### src/port0_strap_pkg.sv
// Shared types, offsets, field positions and reset values for the port 0 strap defaults.
package port0_strap_pkg;

  typedef enum logic [1:0] {
    MODE_MII_MAC  = 2'b00,
    MODE_MII_PHY  = 2'b01,
    MODE_RMII_PHY = 2'b10,
    MODE_RESERVED = 2'b11
  } port0_mode_t;

  typedef struct packed {
    logic duplexPol;
    logic backpressure;
    logic fullDuplexFlow;
    logic manualFlow;
    logic heartbeatDisable;
  } soft_straps_t;

  // Strap defaults: backpressure and full-duplex flow control on, the rest off.
  localparam soft_straps_t STRAPS_RESET = 5'h0C;
  localparam int           PIN_WIDTH    = 8;
  localparam logic [PIN_WIDTH-1:0] PINS_RESET = 8'h00;

  localparam logic [7:0] OFS_FLOW    = 8'h00;
  localparam logic [7:0] OFS_PARTNER = 8'h04;
  localparam logic [7:0] OFS_ADVERT  = 8'h08;
  localparam logic [7:0] OFS_SPECIAL = 8'h0C;
  localparam logic [7:0] OFS_STATUS  = 8'h10;

  localparam int FLOW_BP_BIT     = 0;
  localparam int FLOW_RX_BIT     = 1;
  localparam int FLOW_TX_BIT     = 2;
  localparam int FLOW_MANUAL_BIT = 3;
  localparam int AB_10HD_BIT     = 5;
  localparam int AB_10FD_BIT     = 6;
  localparam int AB_100HD_BIT    = 7;
  localparam int AB_100FD_BIT    = 8;
  localparam int AB_PAUSE_BIT    = 10;
  localparam int AB_ASYM_BIT     = 11;
  localparam int SPECIAL_HB_BIT  = 0;

  localparam logic [31:0] FLOW_WMASK    = 32'h0000_000F;
  localparam logic [31:0] PARTNER_WMASK = 32'h0000_0DE0;
  localparam logic [31:0] ADVERT_WMASK  = 32'h0000_0C00;
  localparam logic [31:0] SPECIAL_WMASK = 32'h0000_0001;
  localparam logic [31:0] REG_RESET     = 32'h0000_0000;

  localparam logic [1:0] HTRANS_NONSEQ = 2'h2;

  typedef enum logic [2:0] {
    SEL_NONE    = 3'b000,
    SEL_FLOW    = 3'b001,
    SEL_PARTNER = 3'b010,
    SEL_ADVERT  = 3'b011,
    SEL_SPECIAL = 3'b100,
    SEL_STATUS  = 3'b101
  } reg_sel_t;

  function automatic reg_sel_t reg_select(input logic [31:0] addr);
    reg_sel_t s;
    s = SEL_NONE;
    if (addr[31:8] == 24'h00_0000) begin
      unique case (addr[7:0])
        OFS_FLOW:    s = SEL_FLOW;
        OFS_PARTNER: s = SEL_PARTNER;
        OFS_ADVERT:  s = SEL_ADVERT;
        OFS_SPECIAL: s = SEL_SPECIAL;
        OFS_STATUS:  s = SEL_STATUS;
        default:     s = SEL_NONE;
      endcase
    end
    return s;
  endfunction : reg_select

  function automatic logic [31:0] merge_write(input logic [31:0] old, input logic [31:0] wd,
                                              input logic [31:0] mask);
    return (old & ~mask) | (wd & mask);
  endfunction : merge_write

endpackage : port0_strap_pkg

### src/port0_pin_sync.sv
// Two-stage synchroniser for the strap and duplex pins.
module port0_pin_sync
  import port0_strap_pkg::*;
(
  // Clock.
  input  wire logic                 clock,
  // Pins and synchronised copy.
  input  wire logic [PIN_WIDTH-1:0] pinsIn,
  output logic      [PIN_WIDTH-1:0] pinsOut
);

  typedef struct packed {
    logic [PIN_WIDTH-1:0] stage1;
    logic [PIN_WIDTH-1:0] stage2;
  } sync_state_t;

  sync_state_t state_reg;
  sync_state_t state_next;

  always_comb begin
    state_next        = state_reg;
    state_next.stage1 = pinsIn;
    state_next.stage2 = state_reg.stage1;
  end

  always_ff @(posedge clock) begin
    state_reg <= state_next;
  end

  assign pinsOut = state_reg.stage2;

endmodule : port0_pin_sync

### src/port0_strap_latch.sv
// Latches the straps after reset release and takes loader overrides.
module port0_strap_latch
  import port0_strap_pkg::*;
(
  // Clock and reset.
  input  wire logic         clock,
  input  wire logic         srst,
  // Synchronised pins.
  input  soft_straps_t      pinStraps,
  input  wire logic [1:0]   pinMode,
  // Loader override.
  input  wire logic         eepromStrapLoad,
  input  soft_straps_t      eepromStraps,
  // Latched values.
  output soft_straps_t      straps,
  output port0_mode_t       mode,
  output logic              applyDefaults,
  output logic              strapsValid
);

  typedef enum logic [1:0] {
    ST_CAPTURE = 2'b00,
    ST_RUN     = 2'b01
  } latch_st_t;

  typedef struct packed {
    latch_st_t    st;
    soft_straps_t straps;
    port0_mode_t  mode;
    logic         apply;
    logic         valid;
  } latch_state_t;

  latch_state_t state_reg;
  latch_state_t state_next;

  always_comb begin
    state_next       = state_reg;
    state_next.apply = 1'h0;
    unique case (state_reg.st)
      ST_CAPTURE: begin
        state_next.straps = pinStraps;
        state_next.mode   = port0_mode_t'(pinMode);
        state_next.apply  = 1'h1;
        state_next.valid  = 1'h1;
        state_next.st     = ST_RUN;
      end
      ST_RUN: begin
        // Loader replaces soft straps.
        if (eepromStrapLoad) begin
          state_next.straps = eepromStraps;
          state_next.apply  = 1'h1;
        end
      end
      default: begin
        state_next.st = ST_CAPTURE;
      end
    endcase
    if (srst) begin
      state_next.st     = ST_CAPTURE;
      state_next.straps = STRAPS_RESET;
      state_next.mode   = MODE_MII_MAC;
      state_next.apply  = 1'h0;
      state_next.valid  = 1'h0;
    end
  end

  always_ff @(posedge clock) begin
    state_reg <= state_next;
  end

  assign straps        = state_reg.straps;
  assign mode          = state_reg.mode;
  assign applyDefaults = state_reg.apply;
  assign strapsValid   = state_reg.valid;

endmodule : port0_strap_latch

### src/port0_soft_strap_defaults.sv
// Port 0 soft strap defaults with an AHB-Lite register slave.
// Overview of operation
// MAC mode duplex pin uses polarity strap.
// Polarity strap sets partner duplex ability defaults.
// Backpressure enable default from its strap.
// Transmit and receive pause defaults from strap.
// Full-duplex strap sets partner pause defaults.
// Manual select default from manual strap.
// Manual strap sets advertised pause defaults.
// MAC mode ignores manual strap; host decides.
// MII PHY mode: heartbeat-off from strap.
// Heartbeat strap ignored in RMII, MAC modes.
// Loader may replace latched soft straps.
// Straps give defaults only; writes work.
//
// Chosen here: the address map and the AHB-Lite register port.
module port0_soft_strap_defaults
  import port0_strap_pkg::*;
(
  // Clock and reset.
  input  wire logic        clock,
  input  wire logic        srst,
  // AHB-Lite slave.
  input  wire logic        hsel,
  input  wire logic [31:0] haddr,
  input  wire logic [1:0]  htrans,
  input  wire logic        hwrite,
  input  wire logic [2:0]  hsize,
  input  wire logic [31:0] hwdata,
  input  wire logic        hready,
  output logic             hreadyout,
  output logic             hresp,
  output logic      [31:0] hrdata,
  // Strap and duplex pins.
  input  wire logic        port0DuplexIndication,
  input  wire logic        strapDuplexPolarity,
  input  wire logic        port0BackpressureDefaultStrap,
  input  wire logic        port0FullduplexFlowStrap,
  input  wire logic        port0ManualFlowStrap,
  input  wire logic        heartbeatDisableStrap,
  input  wire logic [1:0]  port0ModeStrap,
  // Loader override.
  input  wire logic        eepromStrapLoad,
  input  soft_straps_t     eepromStraps,
  // Configuration outputs.
  output logic             port0FullDuplex,
  output logic             port0BackpressureEnable,
  output logic             port0TransmitPauseEnable,
  output logic             port0ReceivePauseEnable,
  output logic             port0ManualFlowSelect,
  output logic             heartbeatOff,
  output logic             defaultsValid
);

  typedef struct packed {
    logic [31:0] flowReg;
    logic [31:0] partnerReg;
    logic [31:0] advertReg;
    logic [31:0] specialReg;
    logic        dataPhase;
    logic        dataWrite;
    reg_sel_t    dataSel;
    logic [31:0] rdata;
    logic        fullDuplex;
  } core_state_t;

  core_state_t state_reg;
  core_state_t state_next;

  logic [PIN_WIDTH-1:0] rawPins;
  logic [PIN_WIDTH-1:0] syncPins;
  soft_straps_t         pinStraps;
  logic                 syncDuplex;
  soft_straps_t         straps;
  port0_mode_t          mode;
  logic                 applyDefaults;
  logic                 strapsValid;
  logic                 macMode;
  logic [31:0]          flowDefault;
  logic [31:0]          partnerDefault;
  logic [31:0]          advertDefault;
  logic [31:0]          specialDefault;
  logic                 accept;
  reg_sel_t             addrSel;
  logic [31:0]          readWord;

  assign rawPins = {port0DuplexIndication, port0ModeStrap, strapDuplexPolarity,
                    port0BackpressureDefaultStrap, port0FullduplexFlowStrap,
                    port0ManualFlowStrap, heartbeatDisableStrap};

  // Every pin is asynchronous, so all of them pass the two-flop synchroniser.
  port0_pin_sync u_pin_sync (
    .clock   (clock),
    .pinsIn  (rawPins),
    .pinsOut (syncPins)
  );

  assign pinStraps  = soft_straps_t'(syncPins[4:0]);
  assign syncDuplex = syncPins[7];

  port0_strap_latch u_strap_latch (
    .clock           (clock),
    .srst            (srst),
    .pinStraps       (pinStraps),
    .pinMode         (syncPins[6:5]),
    .eepromStrapLoad (eepromStrapLoad),
    .eepromStraps    (eepromStraps),
    .straps          (straps),
    .mode            (mode),
    .applyDefaults   (applyDefaults),
    .strapsValid     (strapsValid)
  );

  assign macMode = (mode == MODE_MII_MAC);

  always_comb begin
    flowDefault    = REG_RESET;
    partnerDefault = REG_RESET;
    advertDefault  = REG_RESET;
    specialDefault = REG_RESET;
    // Backpressure enable default.
    flowDefault[FLOW_BP_BIT] = straps.backpressure;
    // Both pause enables from strap.
    flowDefault[FLOW_RX_BIT] = straps.fullDuplexFlow;
    flowDefault[FLOW_TX_BIT] = straps.fullDuplexFlow;
    // Manual select, ignored in MAC.
    flowDefault[FLOW_MANUAL_BIT] = straps.manualFlow & ~macMode;
    // Polarity strap shapes duplex abilities.
    partnerDefault[AB_100FD_BIT] = ~straps.duplexPol;
    partnerDefault[AB_10FD_BIT]  = ~straps.duplexPol;
    partnerDefault[AB_100HD_BIT] = 1'h1;
    partnerDefault[AB_10HD_BIT]  = 1'h1;
    // Partner pause bits from strap.
    partnerDefault[AB_PAUSE_BIT] = straps.fullDuplexFlow;
    partnerDefault[AB_ASYM_BIT]  = straps.fullDuplexFlow;
    // Advertised pause from manual strap.
    advertDefault[AB_PAUSE_BIT] = ~straps.manualFlow & ~macMode;
    advertDefault[AB_ASYM_BIT]  = ~straps.manualFlow & ~macMode;
    // Heartbeat-off only in MII PHY mode.
    specialDefault[SPECIAL_HB_BIT] = straps.heartbeatDisable & (mode == MODE_MII_PHY);
  end

  assign accept  = hsel & htrans[1] & hready;
  assign addrSel = reg_select(haddr);

  always_comb begin
    state_next = state_reg;
    // Duplex pin polarity in MAC mode.
    state_next.fullDuplex = macMode & (syncDuplex ^ straps.duplexPol);
    // Software writes after the defaults.
    if (state_reg.dataPhase && state_reg.dataWrite) begin
      unique case (state_reg.dataSel)
        SEL_FLOW:    state_next.flowReg    = merge_write(state_reg.flowReg, hwdata, FLOW_WMASK);
        SEL_PARTNER: state_next.partnerReg = merge_write(state_reg.partnerReg, hwdata, PARTNER_WMASK);
        SEL_ADVERT:  state_next.advertReg  = merge_write(state_reg.advertReg, hwdata, ADVERT_WMASK);
        SEL_SPECIAL: state_next.specialReg = merge_write(state_reg.specialReg, hwdata, SPECIAL_WMASK);
        default: begin
        end
      endcase
    end
    // Reload defaults when straps are replaced.
    // The reload follows the write, so it wins when both fall in one cycle.
    if (applyDefaults) begin
      state_next.flowReg    = flowDefault;
      state_next.partnerReg = partnerDefault;
      state_next.advertReg  = advertDefault;
      state_next.specialReg = specialDefault;
    end
    // Reads return the next state, so a read right after a write sees it.
    readWord = 32'h0000_0000;
    unique case (addrSel)
      SEL_FLOW:    readWord = state_next.flowReg;
      SEL_PARTNER: readWord = state_next.partnerReg;
      SEL_ADVERT:  readWord = state_next.advertReg;
      SEL_SPECIAL: readWord = state_next.specialReg;
      SEL_STATUS:  readWord = {23'h00_0000, strapsValid, state_next.fullDuplex, mode, straps};
      SEL_NONE:    readWord = 32'h0000_0000;
    endcase
    if (hready) begin
      state_next.dataPhase = accept;
      state_next.dataWrite = accept & hwrite;
      state_next.dataSel   = accept ? addrSel : SEL_NONE;
      if (accept && !hwrite) begin
        state_next.rdata = readWord;
      end
    end
    if (srst) begin
      state_next.flowReg    = REG_RESET;
      state_next.partnerReg = REG_RESET;
      state_next.advertReg  = REG_RESET;
      state_next.specialReg = REG_RESET;
      state_next.dataPhase  = 1'h0;
      state_next.dataWrite  = 1'h0;
      state_next.dataSel    = SEL_NONE;
      state_next.rdata      = REG_RESET;
      state_next.fullDuplex = 1'h0;
    end
  end

  always_ff @(posedge clock) begin
    state_reg <= state_next;
  end

  // The slave never inserts wait states and always answers OKAY.
  assign hreadyout                = 1'h1;
  assign hresp                    = 1'h0;
  assign hrdata                   = state_reg.rdata;
  assign port0FullDuplex          = state_reg.fullDuplex;
  assign port0BackpressureEnable  = state_reg.flowReg[FLOW_BP_BIT];
  assign port0TransmitPauseEnable = state_reg.flowReg[FLOW_TX_BIT];
  assign port0ReceivePauseEnable  = state_reg.flowReg[FLOW_RX_BIT];
  assign port0ManualFlowSelect    = state_reg.flowReg[FLOW_MANUAL_BIT];
  assign heartbeatOff             = state_reg.specialReg[SPECIAL_HB_BIT];
  assign defaultsValid            = strapsValid;
endmodule : port0_soft_strap_defaults

### config.mk
export PLATFORM = sky130hd
export DESIGN_NAME = port0_soft_strap_defaults
export DESIGN_NICKNAME = d
export VERILOG_FILES = /design/src/port0_strap_pkg.sv /design/src/port0_pin_sync.sv /design/src/port0_strap_latch.sv /design/src/port0_soft_strap_defaults.sv
export SDC_FILE = /design/constraint.sdc
export NUM_CORES = 1
export LEC_CHECK = 0
export BUFFER_PORTS_ARGS = -buffer_cell sky130_fd_sc_hd__buf_2
export CAP_MARGIN = 30
export CORE_ASPECT_RATIO = 0.7
export CORE_MARGIN = 1
export CORE_UTILIZATION = 50
export DETAILED_ROUTE_END_ITERATION = 6
export GPL_TIMING_DRIVEN = 0
export PLACE_DENSITY = 0.77
export SLEW_MARGIN = 5
export SYNTH_ARGS = -nofsm -noshare
export SYNTH_HDL_FRONTEND = slang
export SYNTH_SLANG_ARGS = --single-unit
### constraint.sdc
create_clock -name clock -period 1.5 [get_ports clock]
set_clock_uncertainty 0.05 [all_clocks]
set_input_delay 0 -clock clock [delete_from_list [all_inputs] [get_ports clock]]
set_output_delay 0 -clock clock [all_outputs]
set_load 0.01 [all_outputs]
==> summary.txt, run 1 <==
Timing
  • Worst-Margin Slew: 0.810 ns
  • Unrepaired setup endpoints after global routing: yes
  • Final period util: 115%
  • Crit path time final: roughly 1.7 ns
  • Slew headroom: 46.0%
  • Finish-stage setup viols: 34
  • Final Hold Viols: 0
  • Final Max Tran Viols: 0
  • Final Worst Setup Slack: -0.228 ns
  • F_max: between 500 and 600 MHz

Yosys
  • Post-synthesis mux area share: roughly 2.7%
  • Compound-gate portion of the synthesized area: approximately 17%
  • Post-synth top area cell: dfxtp_1
  • Number of synthesized flops with an enable pin: 0
  • Syn nets: between 800 and 900
  • Synthesis-stage register bit count: between 150 and 200
  • Post-synthesis instance area: roughly 7500 um^2
  • Yosys top cell area share: around half
  • Top FF cell, synth: dfxtp_1
  • Synth Area per Inst: between 9 and 10 um^2
  • Most frequent cell after synthesis: dfxtp_1
  • Syn Inst Count: 781
  • Asr flop ratio synth: 0%
  • Largest family of logic cells by synthesized area: simple AND/OR/NAND/NOR gates
  • Adder-cell area share of the yosys netlist: 0%
  • Synth Area in Simple Gates: between 20% and 30%
  • Post-Synth XOR/XNOR Area: less than 1%
  • Seq/Total Area, Yosys: about half
  • Most frequent cells after synthesis: dfxtp_1, nor2_1, nand2_1
  • Synth warnings: 0
  • Top post-synthesis cells by area: dfxtp_1, and2_1, buf_4
  • Synth unique cells: 69

Finish
  • Ratio of cells with drive above 1 in the final layout: between 30% and 40%
  • Final Util: 67.3%
  • Final nets: a little over 1,000
  • Final Non-Filler Cells: 1,158
  • Max reg flops: 128
  • Area grow syn2layout: 31.6%
  • Design area: 9880 um^2

Routing
  • 1st-pass router iterations: 5
  • Number of nets with antenna violations after routing: 0
  • Residual DRC count: 0
  • Via count: approximately 6,500
  • Iter 0 DRT Violations: 622
  • Vias per std cell: approximately 5.6
  • Total Wirelength: approximately 21 mm
  • Drt wl/cell: 18.3 um

Power
  • Power per standard cell area: 1070 nW/um^2
  • VDD IR max: 0.000940 V
  • Lkg Pwr: a little over 4 nW

Setup path
  • Critical Path Start: state_reg[35]
  • Worst-path cell chain: nand3b_1 > nor2_4 > mux2_4 > o2111ai_2 > o211ai_2
  • CP peak stage delay: 0.34 ns
  • WP data arrival: approximately 2.0 ns
  • Buf/Inv on CP: 0
  • WP depth: 5
  • Worst setup SP type: flip-flop
  • Worst R2R Start: state_reg[35]
  • Worst path slowest cell: mux2_4
  • Element type at the critical path end: flip-flop
  • Crit Path Category: reg2reg
  • Delay-heaviest family, CP: simple AND/OR/NAND/NOR gates
  • R2R depth: 5
  • Required time worst endpoint: approximately 1.8 ns
  • Critical path peak fanout: 4

Run
  • Max-cap violations: 0

Clock network
  • Root Buffer: clkbuf_16
  • CTS tree: built
  • CTS Buffer Depth: 2
  • CTS Sinks: roughly 190
  • H-tree depth: 4
  • Worst skew pair latency: about 0.43 ns
  • CTS buffer count: 17
  • Clock slew at reported path FFs: around 0.07 ns

Global route
  • Largest net degree at the start of global routing: 19
  • Vias in the first global route: between 5,000 and 6,000
  • Global-route wire length before repair: between 30 and 40 mm
  • Total grt overflow: 0
  • Gr usage total: between 20% and 30%
  • Initial antenna violation count: 1

Outcome
  • Status: finished with violations
  • Failing checks: negative setup slack

Placement
  • # placed instances: about 1,100
  • Port Buf Inserts: 96
  • DPL Wire Length: 13.4 mm
  • Placed cell area: just over 8000 um^2
  • GPL Wtd Cong: between 0.9 and 1

Die
  • Initial core utilization: 51.2%
  • Chip width: ~150 um
  • Ports: between 100 and 150
  • Full die area: roughly 16,000 um^2
  • Rows: 37
  • Core Area: 14,700 um^2
  • Die height: ~100 um

Worst hold path
  • Worst Hold Depth: 5
  • Worst Min Path Start: hsel
  • Min-Delay Path Class: in2reg
## worst reg2reg max path, delay by kind of cell, from the launching register on
kind             cells  cell delay, ns
AO/OA/AOI/OAI        2            0.34
AND/OR/NAND/NOR      2            0.55
flip-flops           1            0.33
multiplexers         1            0.34
## cells by family after synthesis
| logic type | after synthesis |
|---|---|
| AOI/OAI and AO/OA | 164 |
| xor gates and xnor gates | 2 |
| buffers and inverters | 102 |
| DFF | 192 |
| muxes | 20 |
| other | 2 |
| and+or+nand+nor | 299 |
## area by class of cell
type                            instances  area (um^2)
Sequential cell                       192         3850
Clock buffer                           18          429
Timing Repair Buffer                  149          998
Tap cell                              195          244
Antenna cell                            1         2.50
Multi-Input combinational cell        488         3470
Fill cell                            1080         4800
Clock inverter                         14          154
Buffer                                 90          677
Inverter                               11         48.8
## metrics by stage
stage / setup TNS [ns] / power, mW / hold WS (ns) / worst slack [ns]
after floorplan: -0.0363 / 5.66 / -0.0223 / -0.0256
after global placement: -32.97 / 5.91 / 0.0528 / -0.510
after detailed placement: -32.01 / 5.92 / 0.0536 / -0.538
after CTS: -1.80 / 10.4 / 0.0372 / -0.167
after global routing: -4.18 / 10.8 / 0.0450 / -0.260
final: -2.98 / 10.5 / 0.00887 / -0.228
## final timing paths
kind / end / slack [ns]
worst max register to register: hrdata[1] / -0.23
worst min register to register: u_pin_sync.pinsOut[4] / 0.28
worst min-delay path: state_reg[33] / 0.009
worst max-delay path: hrdata[1] / -0.23
## timing repair
item                                    in CTS  in global routing
buffers inserted                             6                 16
resized for setup                           75                 92
endpoints found under the setup margin     123                 80
hold endpoints to repair                    29                  1
pin swaps                                   20                 31
hold buffers                                27                  2
cloned                                       0                  4
## layer usage
metal	part of all wire [%]	track usage, %	vias up
met5	0	0	-
li1	-	-	3025
met3	9.1	6.27	45
met1	46	38.3	3086
met2	43	38.6	317
met4	1.7	8.69	0
## power breakdown
part           internal, mW  leakage (nW)  total, mW  switching [mW]
clock                  2.35         0.271       4.48            2.13
combinational         0.374          2.29      0.856           0.482
sequential             5.16          1.56       5.21          0.0510
total                  7.89          4.13       10.5            2.66
## placed cells by master (no fill, tap or decap), drive strengths merged, types with 8 or more instances in the layout
cell and count:
a21boi 21, nand2b 8, nor2 81, nor3b 8, nor4 8, mux2i 17
a32o 23, a31oi 12, nand3 10, a22o 21, o22ai 21, dlygate4sd3 28
dfxtp 192, a21oi 14, and2 70, a211oi 10, clkbuf 48, buf 181
o21ai 13, nand2 83, inv 14, and3 12
No activity file was read; power rests on OpenSTA's default activity.
==> run 2: changes to the inputs <==
--- a/config.mk
+++ b/config.mk
@@ -12,7 +12,8 @@
 export CORE_UTILIZATION = 50
 export DETAILED_ROUTE_END_ITERATION = 6
 export GPL_TIMING_DRIVEN = 0
-export PLACE_DENSITY = 0.77
+export PLACE_DENSITY = 0.74
+export SETUP_SLACK_MARGIN = 0.1
 export SLEW_MARGIN = 5
 export SYNTH_ARGS = -nofsm -noshare
 export SYNTH_HDL_FRONTEND = slang
==> constraint.sdc (replaced) <==
create_clock -name clock -period 1.8 [get_ports clock]
set_clock_uncertainty 0.05 [all_clocks]
set_input_delay 0 -clock clock [delete_from_list [all_inputs] [get_ports clock]]
set_output_delay 0 -clock clock [all_outputs]
set_load 0.01 [all_outputs]
==> run 2 against run 1 <==
Effect of this change: the flow now finishes without violations; sequential power down 17%; fmax down 1.1%; clock-buffer cell count down 1; combinational power fell by 32%; via count decreased by 4.4%; die area unchanged; worst hold slack gained 0.00082 ns; core utilization down 4.4 points; critical path type unchanged.
==> summary.txt, run 2 (synthesis results as in run 1) <==
Die
  • Ports: roughly 130
  • Core Area: 14,700 um^2
  • Full die area: about 16,000 um^2
  • Initial core utilization: between 50% and 60%
  • Chip width: ~150 um
  • Rows: 37
  • Die height: ~100 um

Power
  • VDD IR max: between 0.0006 and 0.0007 V
  • PnR Total Power: 8.55 mW
  • Power per standard cell area: between 900 and 1000 nW/um^2
  • Lkg Pwr: between 3 and 4 nW

Setup path
  • Critical Path Start: state_reg[35]
  • Delay-heaviest family, CP: simple AND/OR/NAND/NOR gates
  • WP depth: 5
  • WP data arrival: between 2 and 2.5 ns
  • Worst R2R Start: state_reg[35]
  • Critical path peak fanout: 5
  • R2R depth: 5
  • Worst setup endpoint: hrdata[1]
  • CP peak stage delay: roughly 0.38 ns
  • R2R Path End: hrdata[1]
  • Worst-path cell chain: nand3b_1 > nor2_4 > mux2_2 > o2111ai_2 > o211ai_2
  • Crit Path Category: reg2reg
  • Worst path slowest cell: mux2_2
  • Buf/Inv on CP: 0
  • Reg2reg setup slack: about 0.053 ns
  • Required time worst endpoint: slightly above 2 ns
  • Element type at the critical path end: flip-flop
  • Worst setup SP type: flip-flop

Timing
  • Slew headroom: between 40% and 50%
  • Final Max Tran Viols: 0
  • Finish-stage setup viols: 0
  • Hold WS: 0.00969 ns
  • Setup TNS: 0 ns
  • Unrepaired setup endpoints after global routing: yes
  • F_max: between 500 and 600 MHz
  • Final period util: between 90% and 100%
  • Worst-Margin Slew: a little under 0.8 ns
  • Final Hold Viols: 0
  • Crit path time final: 1.75 ns

Routing
  • Iter 0 DRT Violations: 482
  • Residual DRC count: 0
  • 1st-pass router iterations: 5
  • Drt wl/cell: between 15 and 20 um
  • Via count: just over 6,000
  • Total Wirelength: 19.2 mm
  • Vias per std cell: about 5.5
  • Number of nets with antenna violations after routing: 0

Clock network
  • CTS Sinks: about 190
  • Root Buffer: clkbuf_16
  • Clock slew at reported path FFs: ~0.07 ns
  • CTS Buffer Depth: 2
  • CTS tree: built
  • H-tree depth: 4
  • CTS buffer count: 17
  • Worst skew pair latency: roughly 0.43 ns

Finish
  • Filler cells: ~1,200
  • Commonest non-fill, non-tap cell in the layout: dfxtp_1
  • Ratio of cells with drive above 1 in the final layout: between 20% and 30%
  • N_diodes: 0
  • Final Non-Filler Cells: 1,134
  • Area of the multi-input gates: between 3000 and 4000 um^2
  • Final nets: slightly above 1,000
  • Max reg flops: ~130
  • Area grow syn2layout: 23.0%
  • Reg area: between 3000 and 4000 um^2
  • Commonest cells after routing, fill and taps aside: dfxtp_1, buf_2, nor2_1, nand2_1, and2_1

Run
  • Max-cap violations: 0

Global route
  • Vias in the first global route: ~5,700
  • Total grt overflow: 0
  • Global-route wire length before repair: slightly above 30 mm
  • Gr usage total: 25.6%
  • Largest net degree at the start of global routing: 20
  • Initial antenna violation count: 0

Placement
  • GPL Wtd Cong: 0.923
  • Port Buf Inserts: 96
  • # placed instances: about 1,100
  • DPL Wire Length: around 13 mm

Outcome
  • Status: complete, no violations

Worst hold path
  • Min-Delay Path Class: in2reg
run 2: changes by cell type in the layout (fill, tap and decap cells not counted), moves of 8 or more:
cell	delta
nand2_4	-8
o22ai_2	-8
nand2_1	+19
buf_4	-14
a21boi_0	+9
o22ai_1	+8
nand2_2	-11
a21boi_2	-9
run 2: stage by stage:
| step | setup WS (ns) | util, % | instance area (um^2) |
|---|---|---|---|
| final | 0.0534 | 62.9 | 9240 |
| after global placement | -0.288 | 56.1 | 8230 |
| after floorplan | 0.148 | - | 7510 |
| after detailed placement | -0.351 | 56.1 | 8230 |
| after global routing | 0.0373 | 62.9 | 9240 |
| after CTS | 0.0704 | 62.3 | 9140 |
run 2: area by class of cell:
class                           count  share of cell area (%)
Sequential cell                   192                    41.7
Multi-Input combinational cell    487                    34.6
Timing Repair Buffer              126                    8.37
Buffer                             91                    6.12
Clock buffer                       17                    4.61
Tap cell                          195                    2.64
Clock inverter                     15                    1.54
Inverter                           11                   0.447
run 2: power breakdown:
group | switching [mW] | total [mW] | internal [mW] | leakage (nW)
clock network | 1.78 | 3.63 | 1.84 | 0.283
logic | 0.352 | 0.583 | 0.231 | 2.01
registers | 0.0399 | 4.34 | 4.30 | 1.56
run 2: metal layers:
layer / share of wire (%) / routed length, um / up-vias / track usage, %
met5: 0 / 0 / - / 0
met4: 1.3 / 252 / 0 / 7.07
met3: 8.1 / 1570 / 25 / 5.66
met2: 40 / 7780 / 232 / 35.3
met1: 50 / 9620 / 2939 / 39.2
li1: - / - / 2995 / -
run 2: worst min path at each step:
stage,cells past startpoint,endpoint,startpoint,slack [ns]
floorplan,0,u_pin_sync.state_next[0],heartbeatDisableStrap,-0.02
global placement,1,u_pin_sync.state_next[6],port0ModeStrap[1],0.05
detailed placement,1,u_pin_sync.state_next[6],port0ModeStrap[1],0.05
CTS,4,state_reg[108],hwdata[6],0.0006
global route,6,state_reg[33],haddr[9],0.02
finish,6,state_reg[33],haddr[9],0.01
run 2: what timing repair did:
item                                    CTS  global route
hold endpoints to repair                 27             0
pin swaps                                 2            10
endpoints found under the setup margin  100            72
buffers inserted                          1             2
gates resized for setup                  28            33
hold buffers                             27             0
run 2: worst register-to-register path, stage by stage, from the launching register on:
cell and delay, ns:
dfxtp_2 0.34, nand3b_1 0.32, nor2_4 0.23, mux2_2 0.38, o2111ai_2 0.21, o211ai_2 0.12
